### config.mk
export PLATFORM = sky130hd
export DESIGN_NAME = taskfile_status_cmd
export DESIGN_NICKNAME = d
export VERILOG_FILES = /design/src/taskfile_status_cmd.v
export VERILOG_INCLUDE_DIRS = /design/src
export SDC_FILE = /design/constraint.sdc
export NUM_CORES = 1
export LEC_CHECK = 0
export BUFFER_PORTS_ARGS = -buffer_cell sky130_fd_sc_hd__buf_4
export CORE_MARGIN = 1.5
export CORE_UTILIZATION = 50
export DETAILED_ROUTE_END_ITERATION = 7
export PLACE_DENSITY = 0.83
export RECOVER_POWER = 50
export SLEW_MARGIN = 40
export SYNTH_ARGS = -nofsm -noshare
export SYNTH_HDL_FRONTEND = slang
export SYNTH_SLANG_ARGS = --single-unit
### constraint.sdc
create_clock -name ref_clk_i -period 7.3 [get_ports ref_clk_i]
set_input_delay 0.365 -clock ref_clk_i [delete_from_list [all_inputs] [get_ports ref_clk_i]]
set_output_delay 0.365 -clock ref_clk_i [all_outputs]
set_load 0.03 [all_outputs]
### src/taskfile_defs.vh
// Purpose: Constants for the task-file status and command block
// Assumes: 8-bit register data on the low byte of the data pins
// Notes:   Offsets are the DA2..DA0 codes under the given chip selects
`ifndef TASKFILE_DEFS_VH
`define TASKFILE_DEFS_VH
`define TF_DATA       3'h0
`define TF_ERRFEAT    3'h1
`define TF_SCOUNT     3'h2
`define TF_SNUM       3'h3
`define TF_CYLLO      3'h4
`define TF_CYLHI      3'h5
`define TF_DEVHEAD    3'h6
`define TF_STATCMD    3'h7
`define TF_ALTCTL     3'h6
`define ST_BSY        7
`define ST_DRDY       6
`define ST_DWF        5
`define ST_DSC        4
`define ST_DRQ        3
`define ST_CORRECTED_DATA_FLAG       2
`define ST_IDX        1
`define ST_ERR        0
`define DC_SRST       2
`define DC_NIEN       1
`define DH_DEV        4
`define ER_ABRT       2
`define PROTO_PIN     2'h0
`define PROTO_POUT    2'h1
`define PROTO_DMA     2'h2
`define PROTO_ND      2'h3
`define VALID_NS      400
`define CLK_NS        20
`define VALID_CYC     (`VALID_NS / `CLK_NS)
`endif

### src/taskfile_status_cmd.v
// Purpose: Status, device control and command decode of a disk task file
// Assumes: Host pins are asynchronous; back-end signals share ref_clk_i
// Notes:   Pin accesses act on the synchronised strobe edges
// How it works
// Status bits are refreshed whenever a command finishes.
// Host ignores status while busy; bits valid within 400 ns after busy clears.
// Reading primary status clears a pending interrupt.
// Status bits from 7 down: busy, ready, fault, seek, request, corrected, index, error.
// Error bit set when a command fails; cause sits in error register.
// Index bit is set once every disk revolution.
// Corrected-data bit set on a corrected error; transfer goes on.
// Data request bit only while ready to move data.
// Seek-complete bit set when the head is on track.
// After an error, seek, fault and ready bits hold until status read.
// Write-fault bit set when a write operation fails.
// Ready bit clear after power-on until commands can be accepted.
// Host leaves command block registers alone while busy.
// Command block reads while busy return the status byte.
// Writing the command register starts that command.
// Alternate status mirrors status and leaves interrupts pending.
// Control byte: soft reset bit 2, interrupt disable bit 1.
// Interrupt line driven only when selected and enabled, else floating.
// Device held in reset while the soft reset bit is set.
// Both devices on the cable take the same soft reset.
// Host loads parameters before writing the command code.
// Each code sorts into PIO in, PIO out, DMA or non-data.
// Only parameters valid for the command are used; device-only uses select.
// B0h health functions by subcode; D4h off-line, D5h/D6h log sectors.
// F9h protected-area functions by subcode 00h to 04h.
// B1h configuration overlay by subcode C0h to C3h.
// 90h diagnostic and 91h geometry are non-data commands.
// Unsupported codes end with abort and error bits set.
// Device-select bit picks device 0 or device 1.
// Busy set on command write until status is valid.
`include "taskfile_defs.vh"
`default_nettype none
module taskfile_status_cmd (
  input  wire        ref_clk_i,
  input  wire        srst_i,
  input  wire        ce_i,
  input  wire        cs0_n_i,
  input  wire        cs1_n_i,
  input  wire [2:0]  da_i,
  input  wire        dior_n_i,
  input  wire        diow_n_i,
  input  wire [7:0]  dd_i,
  input  wire        dev_id_i,
  input  wire        ready_i,
  input  wire        cmd_done_i,
  input  wire        cmd_err_i,
  input  wire        xfer_rdy_i,
  input  wire        corrected_i,
  input  wire        index_i,
  input  wire        on_track_i,
  input  wire        wr_err_i,
  output reg  [7:0]  dd_o,
  output reg         dd_oe_o,
  output reg         intrq_o,
  output reg         intrq_oe_o,
  output reg         cmd_start_o,
  output reg  [7:0]  cmd_code_o,
  output reg  [1:0]  cmd_proto_o,
  output reg  [7:0]  cmd_feat_o,
  output reg  [7:0]  cmd_count_o,
  output reg  [7:0]  cmd_sector_o,
  output reg  [15:0] cmd_cyl_o,
  output reg  [3:0]  cmd_head_o,
  output reg         cmd_lba_o,
  output reg         err_abort_o,
  output reg         soft_reset_o
);
  // Returns {supported, protocol[1:0], valid FR SC SN CY DH}; DH clear means
  // only the device-select bit counts
  function [7:0] decode;
    input [7:0] c;
    input [7:0] f;
    begin
      decode = 8'h00;
      casez (c)
        8'he4, 8'hec: decode = {1'b1, `PROTO_PIN, 5'b00000};
        8'h2?, 8'hc4: decode = (c[3:2] == 2'b00 || c == 8'hc4) ?
          {1'b1, `PROTO_PIN, 5'b01111} : 8'h00;
        8'hc8, 8'hc9, 8'hca, 8'hcb: decode = {1'b1, `PROTO_DMA, 5'b01111};
        8'h40, 8'h41: decode = {1'b1, `PROTO_ND, 5'b01111};
        8'he8: decode = {1'b1, `PROTO_POUT, 5'b00000};
        8'h30, 8'h31, 8'h32, 8'h33, 8'hc5:
          decode = {1'b1, `PROTO_POUT, 5'b01111};
        8'h50: decode = {1'b1, `PROTO_POUT, 5'b01011};
        8'h1?, 8'he7, 8'h90, 8'h95, 8'he1, 8'h99, 8'he6, 8'h94, 8'he0,
        8'hf3, 8'hf5, 8'hf8: decode = {1'b1, `PROTO_ND, 5'b00000};
        8'h7?: decode = {1'b1, `PROTO_ND, 5'b00111};
        8'h91: decode = {1'b1, `PROTO_ND, 5'b01001};
        8'hef: decode = {1'b1, `PROTO_ND, 5'b10000};
        8'hc6, 8'h98, 8'he5, 8'h97, 8'he3, 8'h96, 8'he2:
          decode = {1'b1, `PROTO_ND, 5'b01000};
        8'hf1, 8'hf2, 8'hf4, 8'hf6: decode = {1'b1, `PROTO_POUT, 5'b00000};
        8'hb0: begin
          if (f == 8'hd2 || f == 8'hdb)
            decode = {1'b1, `PROTO_ND, 5'b11010};
          else if (f == 8'hd3 || f == 8'hd4 || (f >= 8'hd8 && f <= 8'hda))
            decode = {1'b1, `PROTO_ND, 5'b10010};
          else if (f == 8'hd5)
            decode = {1'b1, `PROTO_PIN, 5'b11110};
          else if (f == 8'hd6)
            decode = {1'b1, `PROTO_POUT, 5'b11110};
        end
        8'hf9: begin
          if (f == 8'h00)
            decode = {1'b1, `PROTO_ND, 5'b11110};
          else if (f == 8'h01 || f == 8'h03)
            decode = {1'b1, `PROTO_POUT, 5'b10000};
          else if (f == 8'h02 || f == 8'h04)
            decode = {1'b1, `PROTO_ND, 5'b10000};
        end
        8'hb1: begin
          if (f == 8'hc0 || f == 8'hc1)
            decode = {1'b1, `PROTO_ND, 5'b10000};
          else if (f == 8'hc2)
            decode = {1'b1, `PROTO_PIN, 5'b10000};
          else if (f == 8'hc3)
            decode = {1'b1, `PROTO_POUT, 5'b10000};
        end
        default: decode = 8'h00;
      endcase
    end
  endfunction

  // Two-stage synchronisers; a third stage gives the strobe edges
  reg [15:0] s1_r;
  reg [15:0] s2_r;
  reg        rd_d_r;
  reg        wr_d_r;
  always @(posedge ref_clk_i) begin
    if (srst_i) begin
      s1_r   <= 16'h0fff;
      s2_r   <= 16'h0fff;
      rd_d_r <= 1'b1;
      wr_d_r <= 1'b1;
    end else if (ce_i) begin
      s1_r   <= {dd_i, dev_id_i, da_i, cs0_n_i, cs1_n_i, dior_n_i, diow_n_i};
      s2_r   <= s1_r;
      rd_d_r <= s2_r[1];
      wr_d_r <= s2_r[0];
    end
  end
  wire [7:0] din      = s2_r[15:8];
  wire       own_id   = s2_r[7];
  wire [2:0] addr     = s2_r[6:4];
  wire       cmd_blk  = !s2_r[3] && s2_r[2];
  wire       ctl_blk  = s2_r[3] && !s2_r[2] && addr == `TF_ALTCTL;
  wire       rd_fall  = rd_d_r && !s2_r[1];
  wire       rd_rise  = !rd_d_r && s2_r[1];
  wire       wr_fall  = wr_d_r && !s2_r[0];

  reg [7:0] feat_r;
  reg [7:0] count_r;
  reg [7:0] sector_r;
  reg [7:0] cyl_lo_r;
  reg [7:0] cyl_hi_r;
  reg [7:0] devhead_r;
  reg       nien_r;
  reg       srst_bit_r;
  reg       bsy_r;
  reg       drdy_r;
  reg       dwf_r;
  reg       dsc_r;
  reg       drq_r;
  reg       corrected_data_flag_r;
  reg       idx_r;
  reg       err_r;
  reg       hold_r;
  reg       pend_r;
  reg       abort_r;
  reg       idx_d_r;

  wire selected = devhead_r[`DH_DEV] == own_id;
  wire sel_wr   = wr_fall && cmd_blk;
  wire cmd_wr   = sel_wr && addr == `TF_STATCMD && selected && !bsy_r;
  wire st_rd    = rd_fall && cmd_blk && addr == `TF_STATCMD && selected;
  wire [7:0] status_byte = {bsy_r, drdy_r, dwf_r, dsc_r,
                            drq_r, corrected_data_flag_r, idx_r, err_r};
  wire [7:0] dec  = decode(din, feat_r);
  wire       fin  = bsy_r && cmd_done_i;
  wire       rst  = srst_i || srst_bit_r;

  // Parameter and control writes; control is accepted regardless of select
  always @(posedge ref_clk_i) begin
    if (srst_i) begin
      feat_r     <= 8'h00;
      count_r    <= 8'h00;
      sector_r   <= 8'h00;
      cyl_lo_r   <= 8'h00;
      cyl_hi_r   <= 8'h00;
      devhead_r  <= 8'h00;
      nien_r     <= 1'b0;
      srst_bit_r <= 1'b0;
    end else if (ce_i) begin
      if (wr_fall && ctl_blk) begin
        srst_bit_r <= din[`DC_SRST];
        nien_r     <= din[`DC_NIEN];
      end
      // Both devices track parameter writes; busy blocks them like the host
      if (sel_wr && !bsy_r && !srst_bit_r) begin
        if (addr == `TF_ERRFEAT)
          feat_r <= din;
        else if (addr == `TF_SCOUNT)
          count_r <= din;
        else if (addr == `TF_SNUM)
          sector_r <= din;
        else if (addr == `TF_CYLLO)
          cyl_lo_r <= din;
        else if (addr == `TF_CYLHI)
          cyl_hi_r <= din;
        else if (addr == `TF_DEVHEAD)
          devhead_r <= din;
      end
    end
  end

  // Status state; soft reset also clears it but not the control bits
  always @(posedge ref_clk_i) begin
    if (rst) begin
      bsy_r   <= 1'b0;
      drdy_r  <= 1'b0;
      dwf_r   <= 1'b0;
      dsc_r   <= 1'b0;
      drq_r   <= 1'b0;
      corrected_data_flag_r  <= 1'b0;
      idx_r   <= 1'b0;
      err_r   <= 1'b0;
      hold_r  <= 1'b0;
      pend_r  <= 1'b0;
      abort_r <= 1'b0;
      idx_d_r <= 1'b0;
    end else if (ce_i) begin
      idx_d_r <= index_i;
      idx_r   <= index_i && !idx_d_r;
      if (cmd_wr) begin
        bsy_r   <= dec[7];
        abort_r <= !dec[7];
        err_r   <= !dec[7];
        drq_r   <= 1'b0;
        corrected_data_flag_r  <= 1'b0;
        hold_r  <= !dec[7];
      end else if (fin) begin
        // Busy and the other bits change in one edge, well inside 400 ns
        bsy_r <= 1'b0;
        err_r <= cmd_err_i;
        if (cmd_err_i)
          hold_r <= 1'b1;
      end else if (st_rd && !bsy_r) begin
        hold_r <= 1'b0;
      end
      if (!bsy_r || cmd_done_i)
        drq_r <= xfer_rdy_i && !cmd_wr;
      if (corrected_i && bsy_r)
        corrected_data_flag_r <= 1'b1;
      if (!hold_r) begin
        drdy_r <= ready_i;
        dwf_r  <= wr_err_i;
        dsc_r  <= on_track_i;
      end
      // A new completion in the read cycle wins over the acknowledge
      if (fin || (xfer_rdy_i && !drq_r && bsy_r))
        pend_r <= 1'b1;
      else if (st_rd)
        pend_r <= 1'b0;
    end
  end

  // Command hand-off to the back end with masked parameters
  always @(posedge ref_clk_i) begin
    if (rst) begin
      cmd_start_o  <= 1'b0;
      cmd_code_o   <= 8'h00;
      cmd_proto_o  <= `PROTO_ND;
      cmd_feat_o   <= 8'h00;
      cmd_count_o  <= 8'h00;
      cmd_sector_o <= 8'h00;
      cmd_cyl_o    <= 16'h0000;
      cmd_head_o   <= 4'h0;
      cmd_lba_o    <= 1'b0;
    end else if (ce_i) begin
      cmd_start_o <= cmd_wr && dec[7];
      if (cmd_wr && dec[7]) begin
        cmd_code_o   <= din;
        cmd_proto_o  <= dec[6:5];
        cmd_feat_o   <= dec[4] ? feat_r : 8'h00;
        cmd_count_o  <= dec[3] ? count_r : 8'h00;
        cmd_sector_o <= dec[2] ? sector_r : 8'h00;
        cmd_cyl_o    <= dec[1] ? {cyl_hi_r, cyl_lo_r} : 16'h0000;
        cmd_head_o   <= dec[0] ? devhead_r[3:0] : 4'h0;
        cmd_lba_o    <= dec[0] && devhead_r[6];
      end
    end
  end

  // Read data: busy forces status onto every command block read
  reg [7:0] rd_data;
  always @* begin
    rd_data = 8'h00;
    if (ctl_blk)
      rd_data = status_byte;
    else if (bsy_r)
      rd_data = status_byte;
    else if (addr == `TF_ERRFEAT)
      rd_data = {5'h00, abort_r, 2'h0};
    else if (addr == `TF_SCOUNT)
      rd_data = count_r;
    else if (addr == `TF_SNUM)
      rd_data = sector_r;
    else if (addr == `TF_CYLLO)
      rd_data = cyl_lo_r;
    else if (addr == `TF_CYLHI)
      rd_data = cyl_hi_r;
    else if (addr == `TF_DEVHEAD)
      rd_data = devhead_r;
    else if (addr == `TF_STATCMD)
      rd_data = status_byte;
  end

  // Data register is handled elsewhere, so that address drives here only while busy
  always @(posedge ref_clk_i) begin
    if (srst_i) begin
      dd_o         <= 8'h00;
      dd_oe_o      <= 1'b0;
      intrq_o      <= 1'b0;
      intrq_oe_o   <= 1'b0;
      err_abort_o  <= 1'b0;
      soft_reset_o <= 1'b0;
    end else if (ce_i) begin
      if (rd_fall && selected && (ctl_blk ||
          (cmd_blk && (bsy_r || addr != `TF_DATA)))) begin
        dd_o    <= rd_data;
        dd_oe_o <= 1'b1;
      end else if (rd_rise) begin
        dd_oe_o <= 1'b0;
      end
      intrq_o      <= pend_r;
      intrq_oe_o   <= selected && !nien_r;
      err_abort_o  <= abort_r;
      soft_reset_o <= srst_bit_r;
    end
  end
endmodule // taskfile_status_cmd
`default_nettype wire

# After elaboration in Yosys (flattened, before gate mapping)
# Index checks and enable logic that the tools add are counted.
totals:
  ff_bits: 165
  out_inout_bits: 69
  input_bits: 27
  wordCells: 245
classes:
  reduce_logical: 88
  n_lt_le_gt_ge: 2
  mux: 41
  n_bitwise: 6
  eq_ne: 69
op_table:
  columns: ["op", "n"]
  rows:
  - ["equality test 8 bit (second input constant)", 46]
  - ["two-way mux 8 bit", 22]
  - ["case mux 8 bit (15 select lines)", 1]
  - ["equality test 8 x 6 -> 1 bit (second input constant)", 4]
  - ["logical AND 1 bit", 30]
  - ["equality test 8 x 7 -> 1 bit (second input constant)", 3]
  - ["AND reduction 2 bit", 10]
  - ["equality test 8 x 2 -> 1 bit (second input constant)", 2]
  - ["two-way mux 16 bit", 1]
  - ["two-way mux 1 bit", 15]
  - ["equality test 3 bit (second input constant)", 4]
  - ["logical NOT 1 bit", 12]
  - ["logical OR 1 bit", 12]
  - ["OR reduction 12 bit", 1]
  - ["nonzero test 2 bit", 5]
  - ["OR reduction 5 bit", 2]
  - ["equality test 8 x 1 -> 1 bit (second input constant)", 1]
  - ["equality test 8 x 3 -> 1 bit (second input constant)", 1]
  - [">= comparator 8 bit (second input constant)", 1]
  - ["<= comparator 8 bit (second input constant)", 1]
  - ["logical NOT 8 bit", 1]
  - ["AND reduction 8 bit", 1]
  - ["two-way mux 7 bit", 1]
  - ["AND reduction 7 bit", 1]
  - ["other kinds (18)", 28]

# Logic depth before layout (Yosys ltp)
# Gate-level depths: netlist (run 1).
logic_depth:
  word_depth: 10
  mapped_depth: 11
  ltp_nobuf: 7

# Worst setup path after synthesis (run 1)
# No wires, ideal clock.
synth_path:
  path_type: "register to register"
  start: "register s2_r[10]"
  end: "register cmd_cyl_o[10]"
  synth_period_minus_slack_ps: 2419
  path_stages_with_launch: 11
  setup_slack_ps: 4881
  required_time_ps: 7183
  arrival_ps: 2302
  path_buffers: 4
  setup_ps: 117
  path_cell_list: "dfxtp_1 buf_2 buf_2 and3_1 o31ai_1 nand4b_1 o41a_2 buf_6 o311a_4 buf_6 a22o_1"
synth_via:
  elab_chain_len: 6
  word_cells_on_any_way: 58
  cone_classes: "eq/ne (43); mux (3); reduce/logical (12)"
synth_lines:
  columns: ["item", "line", "text"]
  rows:
  - ["start: declaration", "taskfile_status_cmd.v:130", "reg [15:0] s2_r;"]
  - ["start signal: assignment", "taskfile_status_cmd.v:141", "s2_r <= s1_r;"]
  - ["parallel branches: the longest is 3 deep, another holds OR reduction 12 bit", null, null]
  - ["case mux 8 bit (15 select lines) *", "taskfile_status_cmd.v:79", "casez (c)"]
  - ["logical AND 1 bit", "taskfile_status_cmd.v:285", "if (cmd_wr && dec[7]) begin"]
  - ["AND reduction 2 bit (no source line)", null, null]
  - ["end signal: assignment", "taskfile_status_cmd.v:291", "cmd_cyl_o <= dec[1] ? {cyl_hi_r, cyl_lo_r} : 16'h0000;"]
  - ["end: declaration", "taskfile_status_cmd.v:66", "output reg [15:0] cmd_cyl_o,"]
# Mark *: on every way between the ends.
# A chain may end at the register's enable or synchronous reset.

# Worst setup path after layout (run 1)
layout_path:
  start: "input port ce_i"
  end: "register devhead_r[1]"
layout_via:
  elab_chain_len: 1
layout_lines:
  columns: ["item", "line", "text"]
  rows:
  - ["start: declaration", "taskfile_status_cmd.v:40", "input wire ce_i,"]
  - ["AND reduction 8 bit (no source line)", null, null]
  - ["end signal: assignment", "taskfile_status_cmd.v:215", "devhead_r <= din;"]
  - ["end: declaration", "taskfile_status_cmd.v:160", "reg [7:0] devhead_r;"]
# Every way passes these cells.

==> results of run 1 <==
-- registers in the layout (all words and copies together) (netlist names), 2 cells and up --
signal / flops
feat_r: 8
cyl_lo_r: 8
dd_o: 8
devhead_r: 8
cmd_sector_o: 8
count_r: 8
s1_r: 16
cmd_count_o: 8
cmd_proto_o: 2
cmd_cyl_o: 16
cmd_code_o: 8
cmd_head_o: 4
sector_r: 8
cyl_hi_r: 8
s2_r: 16
cmd_feat_o: 8
-- stage by stage --
stage,setup WS (ns),hold WS (ns)
after floorplan,4.88,0.432
after global placement,3.58,0.442
after detailed placement,3.50,0.444
after CTS,3.45,0.134
after global routing,2.20,0.151
final,2.66,0.146
-- worst min path at each step --
stage / startpoint / end
6_report: da_i[0] / s1_r[4]
3_3_place_gp: cmd_feat_o[1] / cmd_feat_o[1]
3_5_place_dp: cmd_feat_o[5] / cmd_feat_o[5]
4_1_cts: da_i[0] / s1_r[4]
5_1_grt: dd_i[0] / s1_r[8]
2_1_floorplan: pend_r / pend_r
-- area by class of cell --
type                            count  area (um2)
Clock inverter                     12         224
Inverter                           10        37.5
Timing Repair Buffer               99         480
Clock buffer                       20         437
Fill cell                        1227        5640
Multi-Input combinational cell    570        3630
Tap cell                          180         225
Sequential cell                   165        3310
-- synthesized netlist by cell type, types with 4 or more instances --
cell type,number
nand4b_1,5
o21ai_1,15
and2_1,4
nor4_1,8
mux2_2,7
nor2_1,105
o21ai_0,10
nand3_1,27
dfxtp_1,165
nor2b_1,11
a211oi_1,12
o22a_1,6
or4_1,6
buf_1,6
clkbuf_1,42
a22o_1,30
inv_1,8
nor3_1,18
o211ai_1,9
nand2_1,82
nand3b_1,4
nor4b_1,5
a221oi_1,6
nand2b_1,10
a21oi_1,51
buf_2,18
mux2i_1,80
-- cell families after synthesis --
family | Yosys count | share of synthesized area (%)
buffers and inverters | 79 | 4.67
multiplexers | 88 | 12.5
AO/OA/AOI/OAI | 166 | 15.8
XOR/XNOR | 5 | 0.605
AND/OR/NAND/NOR | 311 | 20.8
flip-flops | 165 | 45.6
-- worst max-delay path: cells and delay by family --
family | cells | cell delay, ns
muxes | 1 | 0.28
and+or+nand+nor | 4 | 1.97
buffers and inverters | 1 | 2.26
-- routing by layer --
| metal | global-route usage, % | routed length, um |
|---|---|---|
| met5 | 0 | 0 |
| met4 | 12.1 | 551 |
| met3 | 4.80 | 1140 |
| met2 | 39.5 | 8650 |
| met1 | 33.4 | 8210 |
-- where the power goes --
part	internal [uW]	switching [uW]	total [uW]	leakage, uW
clock	643	356	998	0.000319
combinational	37.8	46.2	84.0	0.00143
sequential	912	24.7	937	0.00134
total	1590	426	2020	0.00308
==> results.toml, run 1 <==
[flow_run]
cap_violations = 2

[pwr]
p_leak_uw = 0.00308
irDropWorstVdd_v = 0.000179
finalPower_uw = 2020
power_density_nw_per_um2 = 242

[route]
vias_per_cell = 5.87
wire_per_inst_um = 17.6
drcViolationCount = 0
vias = 6202
dr.first_iter.drc_count = 630
first_pass_iters = 6
final_antenna_net_count = 0
wirelength_um = 18600

[clock_network]
cts_buffer_depth = 2
h-tree-depth = 4
clk_pin_slew_worst_paths_ns = 0.06
post_cts_buffers = 0
cts_inserted_buffers = 17
clock_sinks = 165
cts_hold_buffers = 0
root_buffer = "clkbuf_16"
clock_latency_ns = 0.43
cts_resized = 0
cts_tree = "yes"

[timing]
worst_slew_pin_slew_ns = 3.26
finalSetupTns_ns = 0
hold_violations = 0
fin_crit_ns = 4.64
worst_clock_skew_ns = 0.00812
setup_viol = 0
period_share_pct = 63.5
rsz0062_at_grt = "false"
report.final.slew_viol_count = 76
max_freq_ghz = 0.216
relSlewSlack_pct = -117

[logic_synthesis]
synth_top_area_share_pct = 45.6
synth_edf_count = 0
synthCells = 814
synth_cell_type_count = 67
yosysWarnings = 0
synth_top_cell_by_area = "dfxtp_1"
syn-cell-area_um2 = 7240
ys.flop_type = "dfxtp_1"
synthArstFlopShare_pct = 0
syn_area_per_cell_um2 = 8.90
synth-seq-cells = 165
ys_seq_area_share_pct = 45.6
yosys-top-cells-area = "dfxtp_1 (46%), mux2i_1 (11%), nor2_1 (5.4%), nand2_1 (4.3%), a22o_1 (3.6%)"
syn-num-nets = 841

[die]
start_util_pct = 51.8
row_count = 43
pin_count = 96
core_um2 = 14000
dieArea_um2 = 15200
dieWidth_um = 123
die_h_um = 123

[critical_path]
r2r-start = "s2_r[14]"
rrSetupSlack_ns = 3.94
worstRegToRegCells = 7
setup.worst_path.class = "primary input to flop"
required_ns = 7.58
slowest_delay_ns = 2.26
worstPathCellList = "clkbuf_1 -> nand3b_1 -> or4_1 -> nor3_2 -> mux2i_1 -> nor2_1"
cp_slowest_cell = "clkbuf_1"
timing.critical_path.to_type = "flop"
cp_max_fo = 57
endpoint = "devhead_r[1]"
crit_start = "ce_i"
crit_arrival_ns = 4.92
critPathLaunchType = "primary input"
r2r_end = "cmd_count_o[2]"

[cells_and_area]
nNetsFinal = 890
fin_util_pct = 59.7
antenna_cells = 0
layout.cells.most_common = "dfxtp_1"
syn_to_final_growth_pct = 15.3
drive_above_1_share_pct = 10.2
layout_common_cells = "dfxtp_1 (157), nor2_1 (104), nand2_1 (82)"
instances_no_fill = 1056
design_area_um2 = 8350

[outcome]
status = "finished with violations"
violations = "max-capacitance violations, max-slew violations"

[global_route]
grt_util_all_layers_pct = 25.2
grt_pass1_vias = 5822
antenna_found_initial = 0
grt_first_pass_wirelength_um = 29600
grt_max_degree = 75
grt_overflow = 0

[placed_design]
port-buffer-count = 95
place.gp.congestion = 0.915
place_inst = 1024
dp_hpwl_um = 12400
dpl_cell_area_um2 = 7930

[min_path]
holdPathStages = 3
hp-class = "primary input to flop"
(Power assumes the default switching activity.)
==> inputs of run 2 (changes only) <==
--- a/config.mk
+++ b/config.mk
@@ -6,11 +6,12 @@
 export SDC_FILE = /design/constraint.sdc
 export NUM_CORES = 1
 export LEC_CHECK = 0
+export ABC_AREA = 1
 export BUFFER_PORTS_ARGS = -buffer_cell sky130_fd_sc_hd__buf_4
 export CORE_MARGIN = 1.5
 export CORE_UTILIZATION = 50
 export DETAILED_ROUTE_END_ITERATION = 7
-export PLACE_DENSITY = 0.83
+export PLACE_DENSITY = 0.85
 export RECOVER_POWER = 50
 export SLEW_MARGIN = 40
 export SYNTH_ARGS = -nofsm -noshare
==> constraint.sdc (replaced) <==
create_clock -name ref_clk_i -period 3.9 [get_ports ref_clk_i]
set_input_delay 0.195 -clock ref_clk_i [delete_from_list [all_inputs] [get_ports ref_clk_i]]
set_output_delay 0.195 -clock ref_clk_i [all_outputs]
set_load 0.03 [all_outputs]
==> run 2 against run 1 <==
  * The run still ends with max-capacitance violations, max-slew violations left
  * Sequential cell count stayed put
  * Critical path depth did not move
  * Clock power up 64%
  * Clock skew hardly changed
  * Final area up 4.1%
  * Critical endpoint is now dd_o[1]
==> results.toml, run 2 <==
[outcome]
status = "finished with violations"
violations = "max-capacitance violations, max-slew violations"

[timing]
hold_violations = 0
report.final.slew_viol_count = 50
rsz0062_at_grt = "false"
worst_slew_pin_slew_ns = 1.95
finalSetupTns_ns = 0
fin_ws_ns = 0.637
holdWs_ns = 0.00336
fin_crit_ns = 3.26
max_freq_ghz = 0.306
worst_clock_skew_ns = 0.00788
setup_viol = 0
relSlewSlack_pct = -30.2
period_share_pct = 83.7

[route]
vias = 7572
wire_per_inst_um = 16.8
dr.first_iter.drc_count = 833
drcViolationCount = 0
vias_per_cell = 5.59
wirelength_um = 22700
final_antenna_net_count = 0
first_pass_iters = 7

[logic_synthesis]
synthCells = 1077
synth_top_area_share_pct = 44.1
ys.flop_type = "dfxtp_1"
syn-num-nets = 1104
synth_cell_type_count = 35
synth_top_cell_by_area = "dfxtp_1"
synth-seq-cells = 165
yosys-top-cells-area = "dfxtp_1 (44%), nand2_1 (13%), a21oi_1 (8.6%), nand3_1 (5.6%), o21ai_0 (5.6%)"
synthArstFlopShare_pct = 0
synth_edf_count = 0
ys_seq_area_share_pct = 44.1
synth.cells.most_frequent = "nand2_1 (250), dfxtp_1 (165), a21oi_1 (129)"
yosysMostFrequentCell = "nand2_1"
syn_area_per_cell_um2 = 6.95
yosysWarnings = 0
syn-cell-area_um2 = 7480

[clock_network]
clk_pin_slew_worst_paths_ns = 0.06
cts_buffer_depth = 2
cts_inserted_buffers = 17
root_buffer = "clkbuf_16"
cts_tree = "yes"
cts_resized = 0
clock_sinks = 165
h-tree-depth = 4
clock_latency_ns = 0.43

[placed_design]
port-buffer-count = 95
dp_hpwl_um = 15800
place_inst = 1307
place.gp.congestion = 1.02
pre_cts_slack_ns = 0.987

[cells_and_area]
drive_above_1_share_pct = 7.77
antenna_cells = 0
layout.cells.most_common = "nand2_1"
instances_no_fill = 1355
layout_common_cells = "nand2_1 (250), dfxtp_1 (165), a21oi_1 (129)"
nNetsFinal = 1186
syn_to_final_growth_pct = 16.2
top_regs = "cmd_cyl_o x16, s1_r x16, s2_r x16"

[critical_path]
worstRegToRegCells = 14
required_ns = 4.27
crit_arrival_ns = 3.63
cp_max_fo = 49
critPathLaunchType = "primary input"
worstPathCellList = "buf_4 -> clkbuf_1 -> nand3_1 -> inv_1 -> o21ai_0 -> a21oi_1"
path_buf_inv = 3
cp_slowest_cell = "clkbuf_1"
timing.critical_path.to_type = "flop"
setup.worst_path.class = "primary input to flop"
cp.depth = 6
cp_top_family = "buffers and inverters"
slowest_delay_ns = 1.44

[pwr]
p_seq_share_pct = 48.4
clockPowerShare_pct = 45.1
irDropWorstVdd_v = 0.000316
swShare_pct = 23.9
power_frac_comb_pct = 6.6
p_sw_uw = 870
power.internal_uw = 2760
p_leak_uw = 0.00353
power_density_nw_per_um2 = 418

[global_route]
grt_overflow = 0
grt_util_all_layers_pct = 28.7
antenna_found_initial = 0
grt_first_pass_wirelength_um = 35700
grt_max_degree = 50
grt_pass1_vias = 6918

[die]
dieArea_um2 = 15700
dieWidth_um = 125
start_util_pct = 51.3
row_count = 44
pin_count = 96
die_h_um = 125
core_um2 = 14600

[min_path]
holdPathStages = 3
hp-class = "primary input to flop"

[flow_run]
cap_violations = 1
run 2: cell count changes in the layout (fill, tap and decap cells not counted), sizes merged, moves of 12 or more:
cell / change
nand3: +59
o21ai: +58
dlygate4sd3: +17
a211oi: -12
a21oi: +78
nand2: +170
mux2i: -80
inv: +104
a22o: -30
nand4: +30
run 2: power by group through the flow:
stage	logic [uW]	clock network (uW)	registers, uW
2_1_floorplan	162	0	1770
3_5_place_dp	218	0	1790
5_1_grt	262	1720	1760
3_3_place_gp	217	0	1790
4_1_cts	233	1640	1760
6_report	238	1640	1760
run 2: per-layer routing:
metal,share of wire (%),up-vias,GRT usage [%],routed length [um]
met3,8.3,62,6.63,1890
met2,44,358,43.7,10100
met5,0,-,0,0
met1,43,3429,38.2,9800
li1,-,3723,-,-
met4,4.3,0,14.5,973
run 2: final cells by class:
| class | instances | area, um2 |
|---|---|---|
| Timing Repair Buffer | 122 | 692 |
| Multi-Input combinational cell | 736 | 3460 |
| Inverter | 117 | 439 |
| Tap cell | 184 | 230 |
| Clock buffer | 22 | 464 |
| Sequential cell | 165 | 3300 |
| Clock inverter | 9 | 104 |
| Fill cell | 1360 | 5900 |
run 2: per-stage QoR:
step,power [uW],cell area (um2),util (%)
global route,3740,8690,59.6
CTS,3630,8960,61.4
floorplan,1940,7480,-
detailed placement,2010,8220,56.4
global placement,2010,8220,56.3
finish,3630,8690,59.6
run 2: logic make-up (layout without fill, tap and decap cells):
group,after synthesis,count (layout),synth area share [%]
AO/OA/AOI/OAI,240,240,17.1
XOR/XNOR,1,1,0.117
buffers and inverters,176,270,9.70
flip-flops,165,165,44.1
AND/OR/NAND/NOR,495,495,28.9
run 2: tightest hold or removal path, delay by kind of cell:
family | cells | cell delay, ns
simple gates | 2 | 0.13
buf+inv | 1 | 0.08
run 2: worst paths after layout:
| kind | from | slack, ns | endpoint |
|---|---|---|---|
| setup / recovery | ce_i | 0.64 | dd_o[1] |
| hold / removal | ready_i | 0.003 | drdy_r |
| setup reg to reg | s2_r[11] | 0.82 | cmd_sector_o[7] |
| hold reg to reg | cmd_cyl_o[8] | 0.44 | cmd_cyl_o[8] |
run 2: repair_timing:
action	CTS	global route
hold buffers	17	0
setup buffers	0	0
hold endpoints to repair	17	0
==> inputs of run 3 (changes only) <==
--- a/config.mk
+++ b/config.mk
@@ -6,12 +6,12 @@
 export SDC_FILE = /design/constraint.sdc
 export NUM_CORES = 1
 export LEC_CHECK = 0
-export ABC_AREA = 1
+export ABC_AREA = 0
 export BUFFER_PORTS_ARGS = -buffer_cell sky130_fd_sc_hd__buf_4
 export CORE_MARGIN = 1.5
 export CORE_UTILIZATION = 50
 export DETAILED_ROUTE_END_ITERATION = 7
-export PLACE_DENSITY = 0.85
+export PLACE_DENSITY = 0.83
 export RECOVER_POWER = 50
 export SLEW_MARGIN = 40
 export SYNTH_ARGS = -nofsm -noshare
==> constraint.sdc (replaced) <==
create_clock -name ref_clk_i -period 3.1 [get_ports ref_clk_i]
set_input_delay 0.155 -clock ref_clk_i [delete_from_list [all_inputs] [get_ports ref_clk_i]]
set_output_delay 0.155 -clock ref_clk_i [all_outputs]
set_load 0.03 [all_outputs]
==> run 3 against run 2 <==
  * The run now ends clean
  * Count of clock-buffer cells in the layout fell by 2
  * Routed wire length fell by 16%
  * Non-clock buffer count rose by 34
  * Critical path depth rose by 1
  * Register-to-register slack got worse by 0.56 ns
  * Sequential power rose by 24%
  * Combinational power rose by 8.8%
  * First-iteration DRC count fell by 24%
  * Die area fell by 3.2%
  * Final cell count fell by 18%
  * Via count fell by 15%
  * Critical path type is now flop to flop
  * Largest cell class unchanged
  * Highest routed layer unchanged
==> results.toml, run 3 (same netlist as run 1, synthesis figures left out) <==
[route]
first_pass_iters = 5
wire_per_inst_um = 17.2
final_antenna_net_count = 0
dr.first_iter.drc_count = 632
vias = 6428
wirelength_um = 19100
vias_per_cell = 5.79
drcViolationCount = 0

[cells_and_area]
design_area_um2 = 8770
layout_common_cells = "dfxtp_1 (165), nor2_1 (105), nand2_1 (82)"
nNetsFinal = 947
multi_input_area_um2 = 3610
top_regs = "cmd_cyl_o x16, s1_r x16, s2_r x16"
drive_above_1_share_pct = 12.3
seq_area_um2 = 3300
layout.cells.most_common = "dfxtp_1"
fin_util_pct = 62.7
nFillCells = 1214
antenna_cells = 0
syn_to_final_growth_pct = 21.1

[critical_path]
rrSetupSlack_ns = 0.26
crit_start = "s2_r[9]"
cp_slowest_cell = "dfxtp_1"
slowest_delay_ns = 0.81
cp_top_family = "simple AND/OR/NAND/NOR gates"
timing.critical_path.to_type = "flop"
path_buf_inv = 0
cp.depth = 7
endpoint = "cmd_proto_o[0]"
cp_max_fo = 23
r2r_end = "cmd_proto_o[0]"
setup.worst_path.class = "flop to flop"
required_ns = 3.39
r2r-start = "s2_r[9]"
worstRegToRegCells = 7
critPathLaunchType = "flop"
worstPathCellList = "nor2_1 -> a32oi_1 -> o311ai_1 -> nand4b_1 -> or4_1 -> a2111oi_0 -> a21oi_1"
crit_arrival_ns = 3.14

[outcome]
status = "finished, final reports clean"

[pwr]
power.internal_uw = 3700
clockPowerShare_pct = 48.0
p_seq_share_pct = 46.5
swShare_pct = 21.1
irDropWorstVdd_v = 0.000377
p_sw_uw = 991
power_frac_comb_pct = 5.5
p_leak_uw = 0.00334
power_density_nw_per_um2 = 535

[die]
dieWidth_um = 123
pin_count = 96
die_h_um = 123
core_um2 = 14000
start_util_pct = 51.8
dieArea_um2 = 15200
row_count = 43

[clock_network]
cts_tree = "yes"
cts_resized = 0
h-tree-depth = 4
clk_pin_slew_worst_paths_ns = 0.06
cts_buffer_depth = 2
cts_inserted_buffers = 17
clock_sinks = 165
root_buffer = "clkbuf_16"
post_cts_buffers = 0
clock_latency_ns = 0.42

[placed_design]
place.gp.congestion = 0.950
dpl_cell_area_um2 = 8220
port-buffer-count = 95
dp_hpwl_um = 13100

[timing]
finalSetupTns_ns = 0
report.final.slew_viol_count = 0
rsz0062_at_grt = "false"
setup_viol = 0
hold_violations = 0
max_freq_ghz = 0.352
worst_clock_skew_ns = 0.0118
period_share_pct = 91.7
fin_crit_ns = 2.84
worst_slew_pin_slew_ns = 1.48
relSlewSlack_pct = 1.12

[flow_run]
cap_violations = 0

[global_route]
grt_overflow = 0
grt_max_degree = 57
grt_pass1_vias = 5931
antenna_found_initial = 0
grt_first_pass_wirelength_um = 30200
grt_util_all_layers_pct = 25.6

[min_path]
hp-class = "primary input to flop"
[run 3: changes by cell type in the layout (fill, tap and decap cells not counted), sizes merged, moves of 30 or more]
cell	change
nand2	-170
inv	-107
mux2i	+80
a21oi	-78
nand3	-59
o21ai	-58
buf	+31
a22o	+30
nand4	-30
[run 3: power by group through the flow]
stage / Sequential [uW] / Combinational [uW] / Clock [uW]
2_1_floorplan: 2210 / 166 / 0
3_3_place_gp: 2230 / 232 / 0
3_5_place_dp: 2230 / 235 / 0
4_1_cts: 2180 / 256 / 2270
5_1_grt: 2180 / 279 / 2370
6_report: 2180 / 259 / 2250
[run 3: layer usage]
metal / up-vias / routed length [um] / global-route usage, % / part of all wire [%]
li1: 3112 / - / - / -
met3: 38 / 1180 / 4.98 / 6.2
met2: 247 / 9010 / 40.1 / 47
met4: 0 / 532 / 11.0 / 2.8
met1: 3031 / 8390 / 34.5 / 44
met5: - / 0 / 0 / 0
[run 3: how the worst min path moves through the flow]
| stage | start | to | slack (ns) | cells past startpoint |
|---|---|---|---|---|
| 3_5_place_dp | da_i[1] | s1_r[5] | 0.38 | 3 |
| 4_1_cts | corrected_i | corrected_data_flag_r | 0.02 | 3 |
| 3_3_place_gp | dd_i[0] | s1_r[8] | 0.37 | 3 |
| 2_1_floorplan | diow_n_i | s1_r[0] | 0.28 | 2 |
| 6_report | index_i | idx_r | 0.04 | 3 |
| 5_1_grt | index_i | idx_r | 0.03 | 3 |
[run 3: area by class of cell]
type | count | share of cell area (%)
well taps | 180 | 2.57
inverters | 10 | 0.428
multi-input cells | 570 | 41.2
flip-flops and latches | 165 | 37.7
repair buffers | 156 | 11.0
clock buffers | 20 | 5.09
clock inverters | 9 | 2.04
[run 3: tightest hold or removal path: cells and delay by family]
family	cells	cell delay (ns)
simple gates	1	0.07
compound gates	1	0.06
buf+inv	1	0.12
[run 3: through the flow]
step | hold slack, ns | power (uW) | std cells | setup slack [ns]
2_1_floorplan | 0.283 | 2370 | 814 | 0.681
3_3_place_gp | 0.369 | 2460 | 1062 | 0.377
3_5_place_dp | 0.375 | 2460 | 1062 | 0.313
4_1_cts | 0.0244 | 4710 | 1110 | 0.311
5_1_grt | 0.0259 | 4840 | 1110 | 0.0783
6_report | 0.0368 | 4690 | 1110 | 0.256
[run 3: timing repair]
item                                    4_1_cts  5_1_grt
hold buffers                                 19        0
hold endpoints to repair                     19        0
endpoints found under the setup margin        0        0
